===== src/include/ccms_pkg.sv =====
// shared constants and types of the card configuration block
package ccms_pkg;

  // host socket pins seen by the card, all active low except the address
  typedef struct packed {
    logic reg_n;
    logic ce1_n;
    logic ce2_n;
    logic oe_n;
    logic we_n;
    logic iord_n;
    logic iowr_n;
    logic [10:0] addr;
  } ccms_bus_type;

  typedef enum logic [1:0] {
    PWR_ACTIVE,
    PWR_IDLE,
    PWR_STANDBY,
    PWR_SLEEP
  } ccms_power_type;

  // attribute space byte addresses
  localparam logic [10:0] ADDR_OPTION = 11'h200;
  localparam logic [10:0] ADDR_STATUS = 11'h202;
  localparam logic [10:0] ADDR_PIN_REPL = 11'h204;
  localparam logic [10:0] ADDR_SOCKET = 11'h206;
  localparam logic [10:0] ADDR_CFG_BASE = 11'h200;

  // option register layout and reset value
  localparam int OPT_SOFT_RESET_BIT_BIT = 7;
  localparam int OPT_LEVEL_BIT = 6;
  localparam logic [7:0] OPTION_RESET = 8'h00;
  localparam logic [5:0] INDEX_MEMORY = 6'h00;
  localparam logic [5:0] INDEX_CONTIG = 6'h01;
  localparam logic [5:0] INDEX_PRIMARY = 6'h02;
  localparam logic [5:0] INDEX_SECONDARY = 6'h03;

  // status register layout
  localparam int STS_CHGED_BIT = 7;
  localparam int STS_SIGCHG_BIT = 6;
  localparam int STS_IOIS8_BIT = 5;
  localparam int STS_PWD_BIT = 2;
  localparam int STS_INTR_BIT = 1;
  localparam logic [7:0] STATUS_RESET = 8'h00;

  // pin replacement layout; bits 3 and 2 always read one
  localparam int PIN_CRDY_BIT = 5;
  localparam int PIN_RRDY_BIT = 1;
  localparam logic [7:0] PIN_REPL_FIXED = 8'h0C;

  // socket and copy layout
  localparam int SOCK_DRV_BIT = 4;
  localparam logic [7:0] SOCKET_RESET = 8'h00;

  // io windows: primary and secondary, eight-byte and two-byte blocks
  localparam logic [6:0] PRI_BLOCK_HI = 7'h3E;
  localparam logic [8:0] PRI_CTRL_HI = 9'h1FB;
  localparam logic [6:0] SEC_BLOCK_HI = 7'h2E;
  localparam logic [8:0] SEC_CTRL_HI = 9'h1BB;
  localparam logic [1:0] CTRL_OFFSET_HI = 2'h3;

  // cis storage
  localparam int CIS_BYTES = 153;
  localparam logic [7:0] CIS_PAD = 8'hFF;

  // timing at 40 MHz
  localparam int CLK_MHZ = 40;
  localparam int IRQ_PULSE_NS = 500;
  localparam int IRQ_PULSE_CYCLES = (IRQ_PULSE_NS * CLK_MHZ + 999) / 1000;
  localparam int IDLE_DELAY_US = 100;
  localparam int IDLE_DELAY_CYCLES = IDLE_DELAY_US * CLK_MHZ;
  localparam int STANDBY_DELAY_US = 5000;
  localparam int STANDBY_DELAY_CYCLES = STANDBY_DELAY_US * CLK_MHZ;
  localparam int PWR_CNT_W = 18;
  localparam int PULSE_CNT_W = 5;

endpackage : ccms_pkg


===== src/design/ccms_cis_rom.sv =====
// card information structure table, one byte per even attribute address
`timescale 1ns/1ps
module ccms_cis_rom #(
  // arbitrary identity values, not those of any real maker
  parameter logic [7:0] JEDEC_MFR = 8'h5A,
  parameter logic [7:0] JEDEC_ID = 8'h11,
  parameter logic [15:0] MANF_CODE = 16'h1234
) (
  input wire logic [7:0] index_i,
  output logic [7:0] byte_o
);

  localparam logic [7:0] TABLE [0:ccms_pkg::CIS_BYTES-1] = '{
    8'h01, 8'h03, 8'hD9, 8'h01, 8'hFF,
    8'h1C, 8'h04, 8'h03, 8'hD9, 8'h01, 8'hFF,
    8'h18, 8'h02, JEDEC_MFR, JEDEC_ID,
    8'h20, 8'h04, MANF_CODE[7:0], MANF_CODE[15:8], 8'h00, 8'h01,
    8'h15, 8'h13, 8'h04, 8'h01, 8'h58, 8'h59, 8'h5A, 8'h00,
    8'h53, 8'h74, 8'h6F, 8'h72, 8'h65, 8'h20, 8'h31, 8'h2E,
    8'h30, 8'h2E, 8'h30, 8'h00, 8'hFF,
    8'h21, 8'h02, 8'h04, 8'h01,
    8'h22, 8'h02, 8'h01, 8'h01,
    8'h22, 8'h03, 8'h02, 8'h0C, 8'h0F,
    8'h1A, 8'h05, 8'h01, 8'h03, 8'h00, 8'h02, 8'h0F,
    8'h1B, 8'h08, 8'hC0, 8'hC0, 8'hA1, 8'h01, 8'h55, 8'h08, 8'h00,
    8'h20,
    8'h1B, 8'h06, 8'h00, 8'h01, 8'h21, 8'hB5, 8'h1E, 8'h4D,
    8'h1B, 8'h0A, 8'hC1, 8'h41, 8'h99, 8'h01, 8'h55, 8'h64, 8'hF0,
    8'hFF, 8'hFF, 8'h20,
    8'h1B, 8'h06, 8'h01, 8'h01, 8'h21, 8'hB5, 8'h1E, 8'h4D,
    8'h1B, 8'h0F, 8'hC2, 8'h41, 8'h99, 8'h01, 8'h55, 8'hEA, 8'h61,
    8'hF0, 8'h01, 8'h07, 8'hF6, 8'h03, 8'h01, 8'hEE, 8'h20,
    8'h1B, 8'h06, 8'h02, 8'h01, 8'h21, 8'hB5, 8'h1E, 8'h4D,
    8'h1B, 8'h0F, 8'hC3, 8'h41, 8'h99, 8'h01, 8'h55, 8'hEA, 8'h61,
    8'h70, 8'h01, 8'h07, 8'h76, 8'h03, 8'h01, 8'hEE, 8'h20,
    8'h1B, 8'h06, 8'h03, 8'h01, 8'h21, 8'hB5, 8'h1E, 8'h4D,
    8'h14, 8'h00, 8'hFF
  };

  // beyond the table the tuple chain has ended, so pad with end marks
  assign byte_o = (int'(index_i) < ccms_pkg::CIS_BYTES) ?
                  TABLE[index_i] : ccms_pkg::CIS_PAD;

endmodule : ccms_cis_rom


===== src/design/ccms_config_top.sv =====
// card configuration registers, mode select and task file decode
//
// Summary of operation
// RQ1: config registers reachable except in IDE mode
// RQ2: option register at 200h, resets to 00h
// RQ3: soft reset bit resets card, stays set
// RQ4: bit 6 picks pulse or level interrupt
// RQ5: mode field zero after any reset
// RQ6: mode zero: memory-mapped task file, duplicated
// RQ7: mode one: contiguous I/O, four address lines
// RQ8: mode two: primary I/O addresses
// RQ9: mode three: secondary I/O addresses
// RQ10: primary/secondary: ten lines, IRQ14 only
// RQ11: status 202, pins 204, socket 206
// RQ12: configuration indexes zero to three only
// RQ13: shareable pulse or level interrupts in I/O
// RQ14: memory mode maps 2048 bytes, host honours wait
// RQ15: ready/busy driven, no BVD or WP
// RQ16: power-down supported, no twins, audio, read-only
// RQ17: sleep, standby, idle entered automatically; here only idle and standby, sleep by power-down bit
// RQ18: host holds output enable low for IDE
// RQ19: power-down bit selects sleep or idle
// RQ20: host writes socket before option register
// RQ21: new mode used next access, >3 is memory
// RQ22: option register reads back as stored; here bits 6 to 0 read zero while the soft reset bit is set
`timescale 1ns/1ps
module ccms_config_top #(
  parameter int STANDBY_CYCLES = ccms_pkg::STANDBY_DELAY_CYCLES
) (
  input wire logic core_clk_i,
  input wire logic rst_n_i,
  input wire ccms_pkg::ccms_bus_type host_bus_i,
  input wire logic [7:0] host_data_i,
  input wire logic irq_pending_i,
  input wire logic busy_i,
  output logic [7:0] host_data_o,
  output logic host_data_oe_o,
  output logic taskfile_hit_o,
  output logic [3:0] taskfile_offset_o,
  output logic taskfile_write_o,
  output logic io_card_o,
  output logic irq14_only_o,
  output logic iois8_o,
  output logic card_reset_o,
  output logic true_ide_o,
  output logic ireq_ready_n_o,
  output logic stschg_n_o,
  output logic bvd_oe_o,
  output logic wp_oe_o,
  output ccms_pkg::ccms_power_type power_state_o
);

  ////////////////////////////////////////////////////////////////////////
  // strap and strobe edges

  logic strap_done_reg;
  logic true_ide_reg;
  logic we_prev_reg;
  logic soft_reset_bit_reg;
  logic level_reg;
  logic [5:0] index_reg;
  logic sigchg_reg;
  logic iois8_reg;
  logic pwd_reg;
  logic crdy_reg;
  logic ready_prev_reg;
  logic drv_reg;

  wire ccms_pkg::ccms_bus_type bus = host_bus_i;
  wire we_fall = we_prev_reg & ~bus.we_n;
  wire card_sel = ~bus.ce1_n | ~bus.ce2_n;

  // RQ18 output enable strap sampled once, just after reset release
  always_ff @(posedge core_clk_i)
  begin
    if (!rst_n_i)
    begin
      strap_done_reg <= 1'b0;
      true_ide_reg <= 1'b0;
    end
    else if (!strap_done_reg)
    begin
      strap_done_reg <= 1'b1;
      true_ide_reg <= ~bus.oe_n;
    end
  end

  always_ff @(posedge core_clk_i)
  begin
    if (!rst_n_i)
      we_prev_reg <= 1'b1;
    else
      we_prev_reg <= bus.we_n;
  end

  ////////////////////////////////////////////////////////////////////////
  // attribute space decode

  // RQ1 no attribute access in IDE mode
  wire attr_space = ~bus.reg_n & ~bus.ce1_n & strap_done_reg
                    & ~true_ide_reg;
  wire attr_wr = attr_space & we_fall & bus.oe_n;
  wire attr_rd = attr_space & ~bus.oe_n & bus.we_n;
  // RQ2 option register decode
  wire hit_option = bus.addr == ccms_pkg::ADDR_OPTION;
  // RQ11 remaining registers above base
  wire hit_status = bus.addr == ccms_pkg::ADDR_STATUS;
  wire hit_pin = bus.addr == ccms_pkg::ADDR_PIN_REPL;
  wire hit_socket = bus.addr == ccms_pkg::ADDR_SOCKET;
  wire hit_cis = bus.addr < ccms_pkg::ADDR_CFG_BASE;
  // RQ20 host orders socket before option; no ordering enforced here
  wire wr_option = attr_wr & hit_option;
  wire wr_status = attr_wr & hit_status;
  wire wr_pin = attr_wr & hit_pin;
  wire wr_socket = attr_wr & hit_socket;

  ////////////////////////////////////////////////////////////////////////
  // option register

  // RQ3 soft reset bit stays until the host clears it
  always_ff @(posedge core_clk_i)
  begin
    if (!rst_n_i)
      soft_reset_bit_reg <= ccms_pkg::OPTION_RESET[ccms_pkg::OPT_SOFT_RESET_BIT_BIT];
    else if (wr_option)
      soft_reset_bit_reg <= host_data_i[ccms_pkg::OPT_SOFT_RESET_BIT_BIT];
  end

  // RQ4 interrupt style selector
  always_ff @(posedge core_clk_i)
  begin
    if (!rst_n_i)
      level_reg <= ccms_pkg::OPTION_RESET[ccms_pkg::OPT_LEVEL_BIT];
    else if (wr_option)
      level_reg <= host_data_i[ccms_pkg::OPT_LEVEL_BIT];
    else if (soft_reset_bit_reg)
      level_reg <= ccms_pkg::OPTION_RESET[ccms_pkg::OPT_LEVEL_BIT];
  end

  // RQ5 mode field cleared by hard and soft reset
  always_ff @(posedge core_clk_i)
  begin
    if (!rst_n_i)
      index_reg <= ccms_pkg::INDEX_MEMORY;
    else if (soft_reset_bit_reg)
      index_reg <= ccms_pkg::INDEX_MEMORY;
    else if (wr_option)
      index_reg <= host_data_i[5:0];
  end

  ////////////////////////////////////////////////////////////////////////
  // status, pin replacement, socket and copy

  // RQ19 power-down bit held here
  always_ff @(posedge core_clk_i)
  begin
    if (!rst_n_i || soft_reset_bit_reg)
    begin
      sigchg_reg <= ccms_pkg::STATUS_RESET[ccms_pkg::STS_SIGCHG_BIT];
      iois8_reg <= ccms_pkg::STATUS_RESET[ccms_pkg::STS_IOIS8_BIT];
      pwd_reg <= ccms_pkg::STATUS_RESET[ccms_pkg::STS_PWD_BIT];
    end
    else if (wr_status)
    begin
      sigchg_reg <= host_data_i[ccms_pkg::STS_SIGCHG_BIT];
      iois8_reg <= host_data_i[ccms_pkg::STS_IOIS8_BIT];
      pwd_reg <= host_data_i[ccms_pkg::STS_PWD_BIT];
    end
  end

  // ready change sets the change bit; a same-cycle host write loses
  wire ready_now = ~busy_i;
  wire ready_changed = ready_now ^ ready_prev_reg;

  always_ff @(posedge core_clk_i)
  begin
    if (!rst_n_i || soft_reset_bit_reg)
    begin
      crdy_reg <= 1'b0;
      ready_prev_reg <= 1'b1;
    end
    else
    begin
      ready_prev_reg <= ready_now;
      if (ready_changed)
        crdy_reg <= 1'b1;
      else if (wr_pin)
        crdy_reg <= host_data_i[ccms_pkg::PIN_CRDY_BIT];
    end
  end

  always_ff @(posedge core_clk_i)
  begin
    if (!rst_n_i || soft_reset_bit_reg)
      drv_reg <= ccms_pkg::SOCKET_RESET[ccms_pkg::SOCK_DRV_BIT];
    else if (wr_socket)
      drv_reg <= host_data_i[ccms_pkg::SOCK_DRV_BIT];
  end

  ////////////////////////////////////////////////////////////////////////
  // read-back path

  logic [7:0] cis_byte;

  ccms_cis_rom u_cis (
    .index_i (bus.addr[8:1]),
    .byte_o (cis_byte)
  );

  // RQ22 option read returns stored fields
  wire [7:0] option_rd = {soft_reset_bit_reg, level_reg, index_reg};
  wire [7:0] status_rd = {crdy_reg, sigchg_reg, iois8_reg, 2'b00,
                          pwd_reg, irq_pending_i, 1'b0};
  // RQ15 write-protect bits never set, ready state visible
  wire [7:0] pin_rd = ccms_pkg::PIN_REPL_FIXED
                      | {2'b00, crdy_reg, 3'b000, ready_now, 1'b0};
  wire [7:0] socket_rd = {3'b000, drv_reg, 4'h0};
  // odd attribute bytes and unused offsets at 200h and above read as zero
  wire [7:0] read_next = bus.addr[0] ? 8'h00 :
                         hit_cis ? cis_byte :
                         hit_option ? option_rd :
                         hit_status ? status_rd :
                         hit_pin ? pin_rd :
                         hit_socket ? socket_rd : 8'h00;

  always_ff @(posedge core_clk_i)
  begin
    if (!rst_n_i)
    begin
      host_data_o <= 8'h00;
      host_data_oe_o <= 1'b0;
    end
    else
    begin
      host_data_o <= attr_rd ? read_next : 8'h00;
      host_data_oe_o <= attr_rd;
    end
  end

  ////////////////////////////////////////////////////////////////////////
  // task file decode

  // RQ12 RQ21 only indexes zero to three; others stay memory-mapped
  wire idx_contig = index_reg == ccms_pkg::INDEX_CONTIG;
  wire idx_pri = index_reg == ccms_pkg::INDEX_PRIMARY;
  wire idx_sec = index_reg == ccms_pkg::INDEX_SECONDARY;
  wire io_mode = idx_contig | idx_pri | idx_sec;
  wire mem_strobe = ~bus.oe_n | ~bus.we_n;
  wire io_strobe = ~bus.iord_n | ~bus.iowr_n;
  // RQ6 RQ14 memory window: all 2048 bytes fold onto sixteen offsets
  wire mem_hit = ~io_mode & bus.reg_n & mem_strobe;
  // RQ10 ten address lines for the fixed windows
  wire pri_blk = bus.addr[9:3] == ccms_pkg::PRI_BLOCK_HI;
  wire pri_ctl = bus.addr[9:1] == ccms_pkg::PRI_CTRL_HI;
  wire sec_blk = bus.addr[9:3] == ccms_pkg::SEC_BLOCK_HI;
  wire sec_ctl = bus.addr[9:1] == ccms_pkg::SEC_CTRL_HI;
  // RQ8 primary window
  wire pri_hit = idx_pri & (pri_blk | pri_ctl);
  // RQ9 secondary window
  wire sec_hit = idx_sec & (sec_blk | sec_ctl);
  // RQ7 contiguous window ignores all but four lines
  wire io_hit = ~bus.reg_n & io_strobe & (idx_contig | pri_hit | sec_hit);
  wire tf_hit = card_sel & strap_done_reg & ~true_ide_reg & ~soft_reset_bit_reg
                & (mem_hit | io_hit);
  wire ctl_blk = (idx_pri & pri_ctl) | (idx_sec & sec_ctl);
  wire [3:0] tf_offset = (io_mode & ~idx_contig) ?
                         (ctl_blk ? {ccms_pkg::CTRL_OFFSET_HI, 1'b1,
                                     bus.addr[0]}
                                  : {1'b0, bus.addr[2:0]})
                         : bus.addr[3:0];
  wire tf_write = io_mode ? ~bus.iowr_n : ~bus.we_n;

  always_ff @(posedge core_clk_i)
  begin
    if (!rst_n_i)
    begin
      taskfile_hit_o <= 1'b0;
      taskfile_offset_o <= 4'h0;
      taskfile_write_o <= 1'b0;
    end
    else
    begin
      taskfile_hit_o <= tf_hit;
      taskfile_offset_o <= tf_hit ? tf_offset : 4'h0;
      taskfile_write_o <= tf_hit & tf_write;
    end
  end

  ////////////////////////////////////////////////////////////////////////
  // interrupt and status pins

  logic irq_prev_reg;
  logic [ccms_pkg::PULSE_CNT_W-1:0] pulse_cnt_reg;

  wire irq_rise = irq_pending_i & ~irq_prev_reg;
  wire pulse_active = pulse_cnt_reg != '0;
  // RQ4 RQ13 level follows pending; pulse is a fixed low pulse
  wire irq_low = level_reg ? irq_pending_i : pulse_active;
  // RQ15 memory mode uses the pin as ready/busy
  wire ireq_next = io_mode ? ~irq_low : ready_now;
  wire stschg_next = ~(io_mode & sigchg_reg & crdy_reg);

  always_ff @(posedge core_clk_i)
  begin
    if (!rst_n_i || soft_reset_bit_reg)
    begin
      irq_prev_reg <= 1'b0;
      pulse_cnt_reg <= '0;
    end
    else
    begin
      irq_prev_reg <= irq_pending_i;
      if (irq_rise && !level_reg)
        pulse_cnt_reg <= ccms_pkg::PULSE_CNT_W'(ccms_pkg::IRQ_PULSE_CYCLES);
      else if (pulse_active)
        pulse_cnt_reg <= pulse_cnt_reg - 1'b1;
    end
  end

  // RQ15 RQ16 battery and write-protect pins never driven
  always_ff @(posedge core_clk_i)
  begin
    if (!rst_n_i)
    begin
      ireq_ready_n_o <= 1'b1;
      stschg_n_o <= 1'b1;
      bvd_oe_o <= 1'b0;
      wp_oe_o <= 1'b0;
      io_card_o <= 1'b0;
      irq14_only_o <= 1'b0;
      iois8_o <= 1'b0;
      card_reset_o <= 1'b0;
      true_ide_o <= 1'b0;
    end
    else
    begin
      ireq_ready_n_o <= ireq_next;
      stschg_n_o <= stschg_next;
      bvd_oe_o <= 1'b0;
      wp_oe_o <= 1'b0;
      io_card_o <= io_mode;
      // RQ10 fixed windows route to IRQ14 only
      irq14_only_o <= idx_pri | idx_sec;
      iois8_o <= iois8_reg;
      // RQ3 card held in reset while the bit is set
      card_reset_o <= soft_reset_bit_reg;
      true_ide_o <= true_ide_reg;
    end
  end

  ////////////////////////////////////////////////////////////////////////
  // low-power states

  ccms_pkg::ccms_power_type pwr_reg;
  logic [ccms_pkg::PWR_CNT_W-1:0] quiet_cnt_reg;

  wire activity = card_sel & (mem_strobe | io_strobe) | busy_i;
  wire idle_due = quiet_cnt_reg
                  >= ccms_pkg::PWR_CNT_W'(ccms_pkg::IDLE_DELAY_CYCLES);
  wire standby_due = quiet_cnt_reg >= ccms_pkg::PWR_CNT_W'(STANDBY_CYCLES);
  ccms_pkg::ccms_power_type pwr_next;

  // RQ17 RQ19 automatic idle and standby, sleep by power-down bit
  always_comb
  begin
    pwr_next = pwr_reg;
    case (pwr_reg)
      ccms_pkg::PWR_ACTIVE:
        if (pwd_reg)
          pwr_next = ccms_pkg::PWR_SLEEP;
        else if (idle_due)
          pwr_next = ccms_pkg::PWR_IDLE;
      ccms_pkg::PWR_IDLE:
        if (pwd_reg)
          pwr_next = ccms_pkg::PWR_SLEEP;
        else if (activity)
          pwr_next = ccms_pkg::PWR_ACTIVE;
        else if (standby_due)
          pwr_next = ccms_pkg::PWR_STANDBY;
      ccms_pkg::PWR_STANDBY:
        if (pwd_reg)
          pwr_next = ccms_pkg::PWR_SLEEP;
        else if (activity)
          pwr_next = ccms_pkg::PWR_ACTIVE;
      ccms_pkg::PWR_SLEEP:
        if (!pwd_reg)
          pwr_next = ccms_pkg::PWR_IDLE;
      default:
        pwr_next = ccms_pkg::PWR_ACTIVE;
    endcase
  end

  // counter saturates so a long quiet spell cannot wrap to zero
  always_ff @(posedge core_clk_i)
  begin
    if (!rst_n_i || activity)
      quiet_cnt_reg <= '0;
    else if (!standby_due)
      quiet_cnt_reg <= quiet_cnt_reg + 1'b1;
  end

  always_ff @(posedge core_clk_i)
  begin
    if (!rst_n_i)
      pwr_reg <= ccms_pkg::PWR_ACTIVE;
    else
      pwr_reg <= pwr_next;
  end

  assign power_state_o = pwr_reg;

endmodule : ccms_config_top


===== config.mk =====
export PLATFORM = sky130hd
export DESIGN_NAME = ccms_config_top
export DESIGN_NICKNAME = d
export VERILOG_FILES = /design/src/include/ccms_pkg.sv /design/src/design/ccms_cis_rom.sv /design/src/design/ccms_config_top.sv
export SDC_FILE = /design/constraint.sdc
export NUM_CORES = 1
export LEC_CHECK = 0
export ABC_AREA = 1
export BUFFER_PORTS_ARGS = -buffer_cell sky130_fd_sc_hd__buf_2
export CAP_MARGIN = 20
export CELL_PAD_IN_SITES_DETAIL_PLACEMENT = 0
export CELL_PAD_IN_SITES_GLOBAL_PLACEMENT = 1
export CORE_ASPECT_RATIO = 0.75
export CORE_UTILIZATION = 38
export CTS_CLUSTER_DIAMETER = 120
export DETAILED_ROUTE_END_ITERATION = 10
export PLACE_DENSITY = 0.76
export SLEW_MARGIN = 40
export SYNTH_ARGS = -nofsm -noshare
export SYNTH_HDL_FRONTEND = slang
export SYNTH_SLANG_ARGS = --single-unit

===== constraint.sdc =====
create_clock -name core_clk_i -period 2 [get_ports core_clk_i]
set_clock_uncertainty 0.15 [all_clocks]
set_input_delay 0.6 -clock core_clk_i [delete_from_list [all_inputs] [get_ports core_clk_i]]
set_output_delay 0.6 -clock core_clk_i [all_outputs]
set_load 0.05 [all_outputs]

==> metrics.txt <==
# TYPE chip_impl_metric gauge
chip_impl_info{name="outcome",value="completed"} 1
chip_impl_metric{name="gp_routability_congestion",unit=""} 1.04
chip_impl_metric{name="maxClockFrequency",unit="GHz"} 0.512
chip_impl_metric{name="critPathRequiredTime",unit="ns"} 2.13
chip_impl_metric{name="combinationalPowerShare",unit=""} 0.271
chip_impl_metric{name="fin_crit_sh",unit=""} 0.977
chip_impl_metric{name="groute.usage.overall",unit=""} 0.309
chip_impl_metric{name="via_count",unit=""} 6259
chip_impl_metric{name="wire_per_inst",unit="um"} 17.6
chip_impl_info{name="timing.hold.worst.class",value="reg -> reg"} 1
chip_impl_metric{name="drt-initial-drc-count",unit=""} 530
chip_impl_metric{name="grt_antenna_before_repair",unit=""} 0
chip_impl_metric{name="fin_cells",unit=""} 1180
chip_impl_metric{name="grt_pass1_vias",unit=""} 5852
chip_impl_metric{name="ctsHoldBuffers",unit=""} 0
chip_impl_metric{name="cts_buffers",unit=""} 9
chip_impl_metric{name="fill_cells",unit=""} 1323
chip_impl_metric{name="io_pins",unit=""} 56
chip_impl_metric{name="route.met2.wl",unit="um"} 8180
chip_impl_metric{name="ys_seq_area_frac",unit=""} 0.255
chip_impl_metric{name="path_max_fanout",unit=""} 6
chip_impl_metric{name="drtAntennaViolNets",unit=""} 0
chip_impl_metric{name="buffer_ports.inserted",unit=""} 53
chip_impl_metric{name="cellInternalPower",unit="W"} 0.00307
chip_impl_info{name="post-synth-top-area-cell",value="dfxtp_1"} 1
chip_impl_metric{name="met3WireLength",unit="um"} 2190
chip_impl_metric{name="crit_arrival",unit="ns"} 2.08
chip_impl_info{name="timing.critical_path.to_type",value="flop"} 1
chip_impl_metric{name="detailedRoute.firstPassIterationCount",unit=""} 6
chip_impl_info{name="cts_root_buf",value="clkbuf_16"} 1
chip_impl_metric{name="swShare",unit=""} 0.312
chip_impl_metric{name="sequential_cell_area",unit="sq um"} 1300
chip_impl_metric{name="synth_cells",unit=""} 815
chip_impl_metric{name="power.density_cell_area",unit="nW/um^2"} 620
chip_impl_metric{name="drive_gt1_frac",unit=""} 0.333
chip_impl_metric{name="viasPerCell",unit=""} 5.30
chip_impl_info{name="cts_tree",value="done"} 1
chip_impl_metric{name="power_leakage",unit="nW"} 3.47
chip_impl_metric{name="synth.distinct_cells",unit=""} 43
chip_impl_metric{name="finalCoreUtilization",unit=""} 0.552
chip_impl_metric{name="placed_insts",unit=""} 1162
chip_impl_metric{name="maxCapViolCount",unit=""} 0
chip_impl_metric{name="hpwl_detailed",unit="um"} 16700
chip_impl_metric{name="synth_largest_type_area_fraction",unit=""} 0.255
chip_impl_metric{name="number_of_clock_sinks",unit=""} 65
chip_impl_metric{name="vdd_ir_drop_max",unit="mV"} 0.482
chip_impl_metric{name="final-max-slew-violation-count",unit=""} 0
chip_impl_metric{name="route.layer.met1.wl",unit="um"} 10200
chip_impl_info{name="synth_top_cells_by_area",value="dfxtp_1, nand2_1, a21oi_1"} 1
chip_impl_metric{name="syn-cell-area",unit="sq um"} 5100
chip_impl_metric{name="finalSetupViolCount",unit=""} 0
chip_impl_info{name="setup.worst_path.start_class",value="primary input"} 1
chip_impl_metric{name="clockPowerShare",unit=""} 0.420
chip_impl_metric{name="fp.coreArea",unit="sq um"} 13100
chip_impl_info{name="rsz_0062_raised_after_global_routing",value="yes"} 1
chip_impl_metric{name="cts-htree-levels",unit=""} 3
chip_impl_metric{name="largest_reg_flops",unit=""} 18
chip_impl_metric{name="max-clock-path-buffers",unit=""} 2
chip_impl_metric{name="timing_hold_violations_final",unit=""} 0
chip_impl_metric{name="asr_flop_ratio_synth",unit=""} 0
chip_impl_info{name="path_class",value="in -> reg"} 1
chip_impl_metric{name="switching_power",unit="W"} 0.00140
chip_impl_metric{name="yosysWarningCount",unit=""} 0
chip_impl_metric{name="synth_area_per_cell",unit="sq um"} 6.26
chip_impl_metric{name="clkTransAtPathRegs",unit="ns"} 0.06
chip_impl_metric{name="layout_overhead_on_the_synthesized_area",unit="%"} 41.3
chip_impl_metric{name="multi_input_comb_area",unit="sq um"} 3450
chip_impl_metric{name="die-area",unit="sq um"} 13900
chip_impl_metric{name="dieWidth",unit="um"} 136
chip_impl_metric{name="power.sequential.fraction",unit=""} 0.309
chip_impl_metric{name="wl",unit="um"} 20800
chip_impl_info{name="synth_ff_type",value="dfxtp_1"} 1
chip_impl_metric{name="initial_utilization",unit=""} 0.391
chip_impl_metric{name="tmin_final",unit="ns"} 1.95
chip_impl_metric{name="fin_nets",unit=""} 1053
chip_impl_metric{name="clock_latency",unit="ns"} 0.34
chip_impl_metric{name="antenna_cells",unit=""} 0
chip_impl_metric{name="num_rows",unit=""} 36
chip_impl_metric{name="postSynthRegisterBits",unit=""} 65
chip_impl_metric{name="globalRouteOverflowTotal",unit=""} 0
chip_impl_metric{name="grt_pass1_wl",unit="um"} 31900
chip_impl_metric{name="drc_viols",unit=""} 0
chip_impl_metric{name="height_of_the_die",unit="um"} 102
chip_impl_metric{name="grt_start_max_net_pins",unit=""} 20
chip_impl_info{name="top_signal_layer_used",value="met4"} 1
chip_impl_metric{name="synth_edf_count",unit=""} 0
-- power by group through the flow --
stage | Combinational [W] | Sequential, W | Clock, W
5_1_grt | 0.00132 | 0.00139 | 0.00195
2_1_floorplan | 0.000582 | 0.00146 | 0
6_report | 0.00121 | 0.00138 | 0.00188
4_1_cts | 0.00114 | 0.00138 | 0.00190
3_3_place_gp | 0.00113 | 0.00141 | 0
3_5_place_dp | 0.00113 | 0.00141 | 0
-- critical path, stage by stage --
cell	delay, ns
buf_2	0.11
buf_4	0.13
buf_6	0.12
ha_4	0.14
nand2_2	0.06
nor2_4	0.17
nand3_2	0.07
o21ai_1	0.14
nand2_1	0.09
nand3_1	0.08
nand2_1	0.08
nand2_2	0.09
nand2_4	0.09
nor2_2	0.11
-- routing by layer --
metal / GRT usage / up-vias
met5: 0 / -
met4: 0.0631 / 0
met3: 0.103 / 23
met2: 0.430 / 291
met1: 0.453 / 2905
li1: - / 3040
-- final timing paths --
path | start | to | slack [ns] | depth (start not counted)
max | host_bus_i[1] | taskfile_offset_o[2]$_SDFF_PN0_ | 0.05 | 14
min reg2reg | sigchg_reg$_SDFFE_PP0P_ | stschg_n_o$_SDFF_PN1_ | 0.29 | 1
max reg2reg | quiet_cnt_reg[0]$_SDFFE_PP0N_ | quiet_cnt_reg[16]$_SDFFE_PP0N_ | 0.24 | 8
min | sigchg_reg$_SDFFE_PP0P_ | stschg_n_o$_SDFF_PN1_ | 0.29 | 1
-- repair_timing --
action / 4_1_cts / 5_1_grt
endpoints found under the setup margin: 8 / 18
gates resized for setup: 11 / 48
pin swaps: 1 / 11
setup buffers: 0 / 2
hold endpoints to repair: 0 / 0
-- synth_stat cells (2+ instances only) --
cell	n
buf_2	11
nand4_1	13
nor2_4	9
nand2_1	233
a211oi_1	5
a21oi_2	5
o21ai_0	28
buf_4	4
nand2_2	9
buf_6	9
ha_1	19
nor2_1	74
dfxtp_1	65
clkbuf_1	2
nand3_2	2
o211ai_1	5
nor3_2	6
nor3_1	8
xnor2_1	5
nand3b_1	4
or2_2	2
nand2_4	4
a21oi_1	65
inv_1	65
nor4_1	5
inv_4	3
o21ai_1	27
a31oi_1	5
o21bai_1	2
nand3_1	63
o22ai_1	3
nor2_2	13
xor2_1	10
inv_2	23
-- layout make-up --
type                    count  share of cell area
clock buffers              10              0.0332
flip-flops and latches     65               0.181
clock inverters             6              0.0160
repair buffers            203               0.212
inverters                  92              0.0500
multi-input cells         633               0.479
well taps                 171              0.0297
-- cell usage in the layout (no fill, tap or decap), types with 13 or more instances in the layout --
master / instances
inv_2: 23
nand2_1: 224
o21ai_1: 31
nand3_1: 61
nor2_1: 68
a21oi_1: 59
buf_2: 53
inv_1: 63
o21ai_0: 21
nand2_2: 17
buf_4: 137
nor2_2: 16
dfxtp_1: 65
nand4_1: 13
-- metrics by stage --
step / TNS [ns] / setup slack, ns / area, sq um / hold slack, ns / total power [W]
finish: 0 / 0.0458 / 7210 / 0.287 / 0.00447
global route: -0.0443 / -0.0199 / 7210 / 0.299 / 0.00465
CTS: 0 / 0.00224 / 7020 / 0.272 / 0.00442
detailed placement: -7.53 / -0.470 / 6630 / 0.253 / 0.00254
global placement: -7.54 / -0.491 / 6630 / 0.260 / 0.00253
floorplan: -0.222 / -0.0313 / 5110 / 0.231 / 0.00204
-- kinds of logic (layout without fill, tap and decap cells) --
kind of cell | Yosys count | after routing | share of synthesized area
and+or+nand+nor | 448 | 448 | 0.403
AOI/OAI and AO/OA | 149 | 149 | 0.161
buffers and inverters | 118 | 311 | 0.107
DFF | 65 | 65 | 0.255
adders and majority gates | 19 | 19 | 0.0466
xor gates and xnor gates | 15 | 15 | 0.0257
other | 1 | 2 | 0.000735
(Power assumes the default switching activity.)
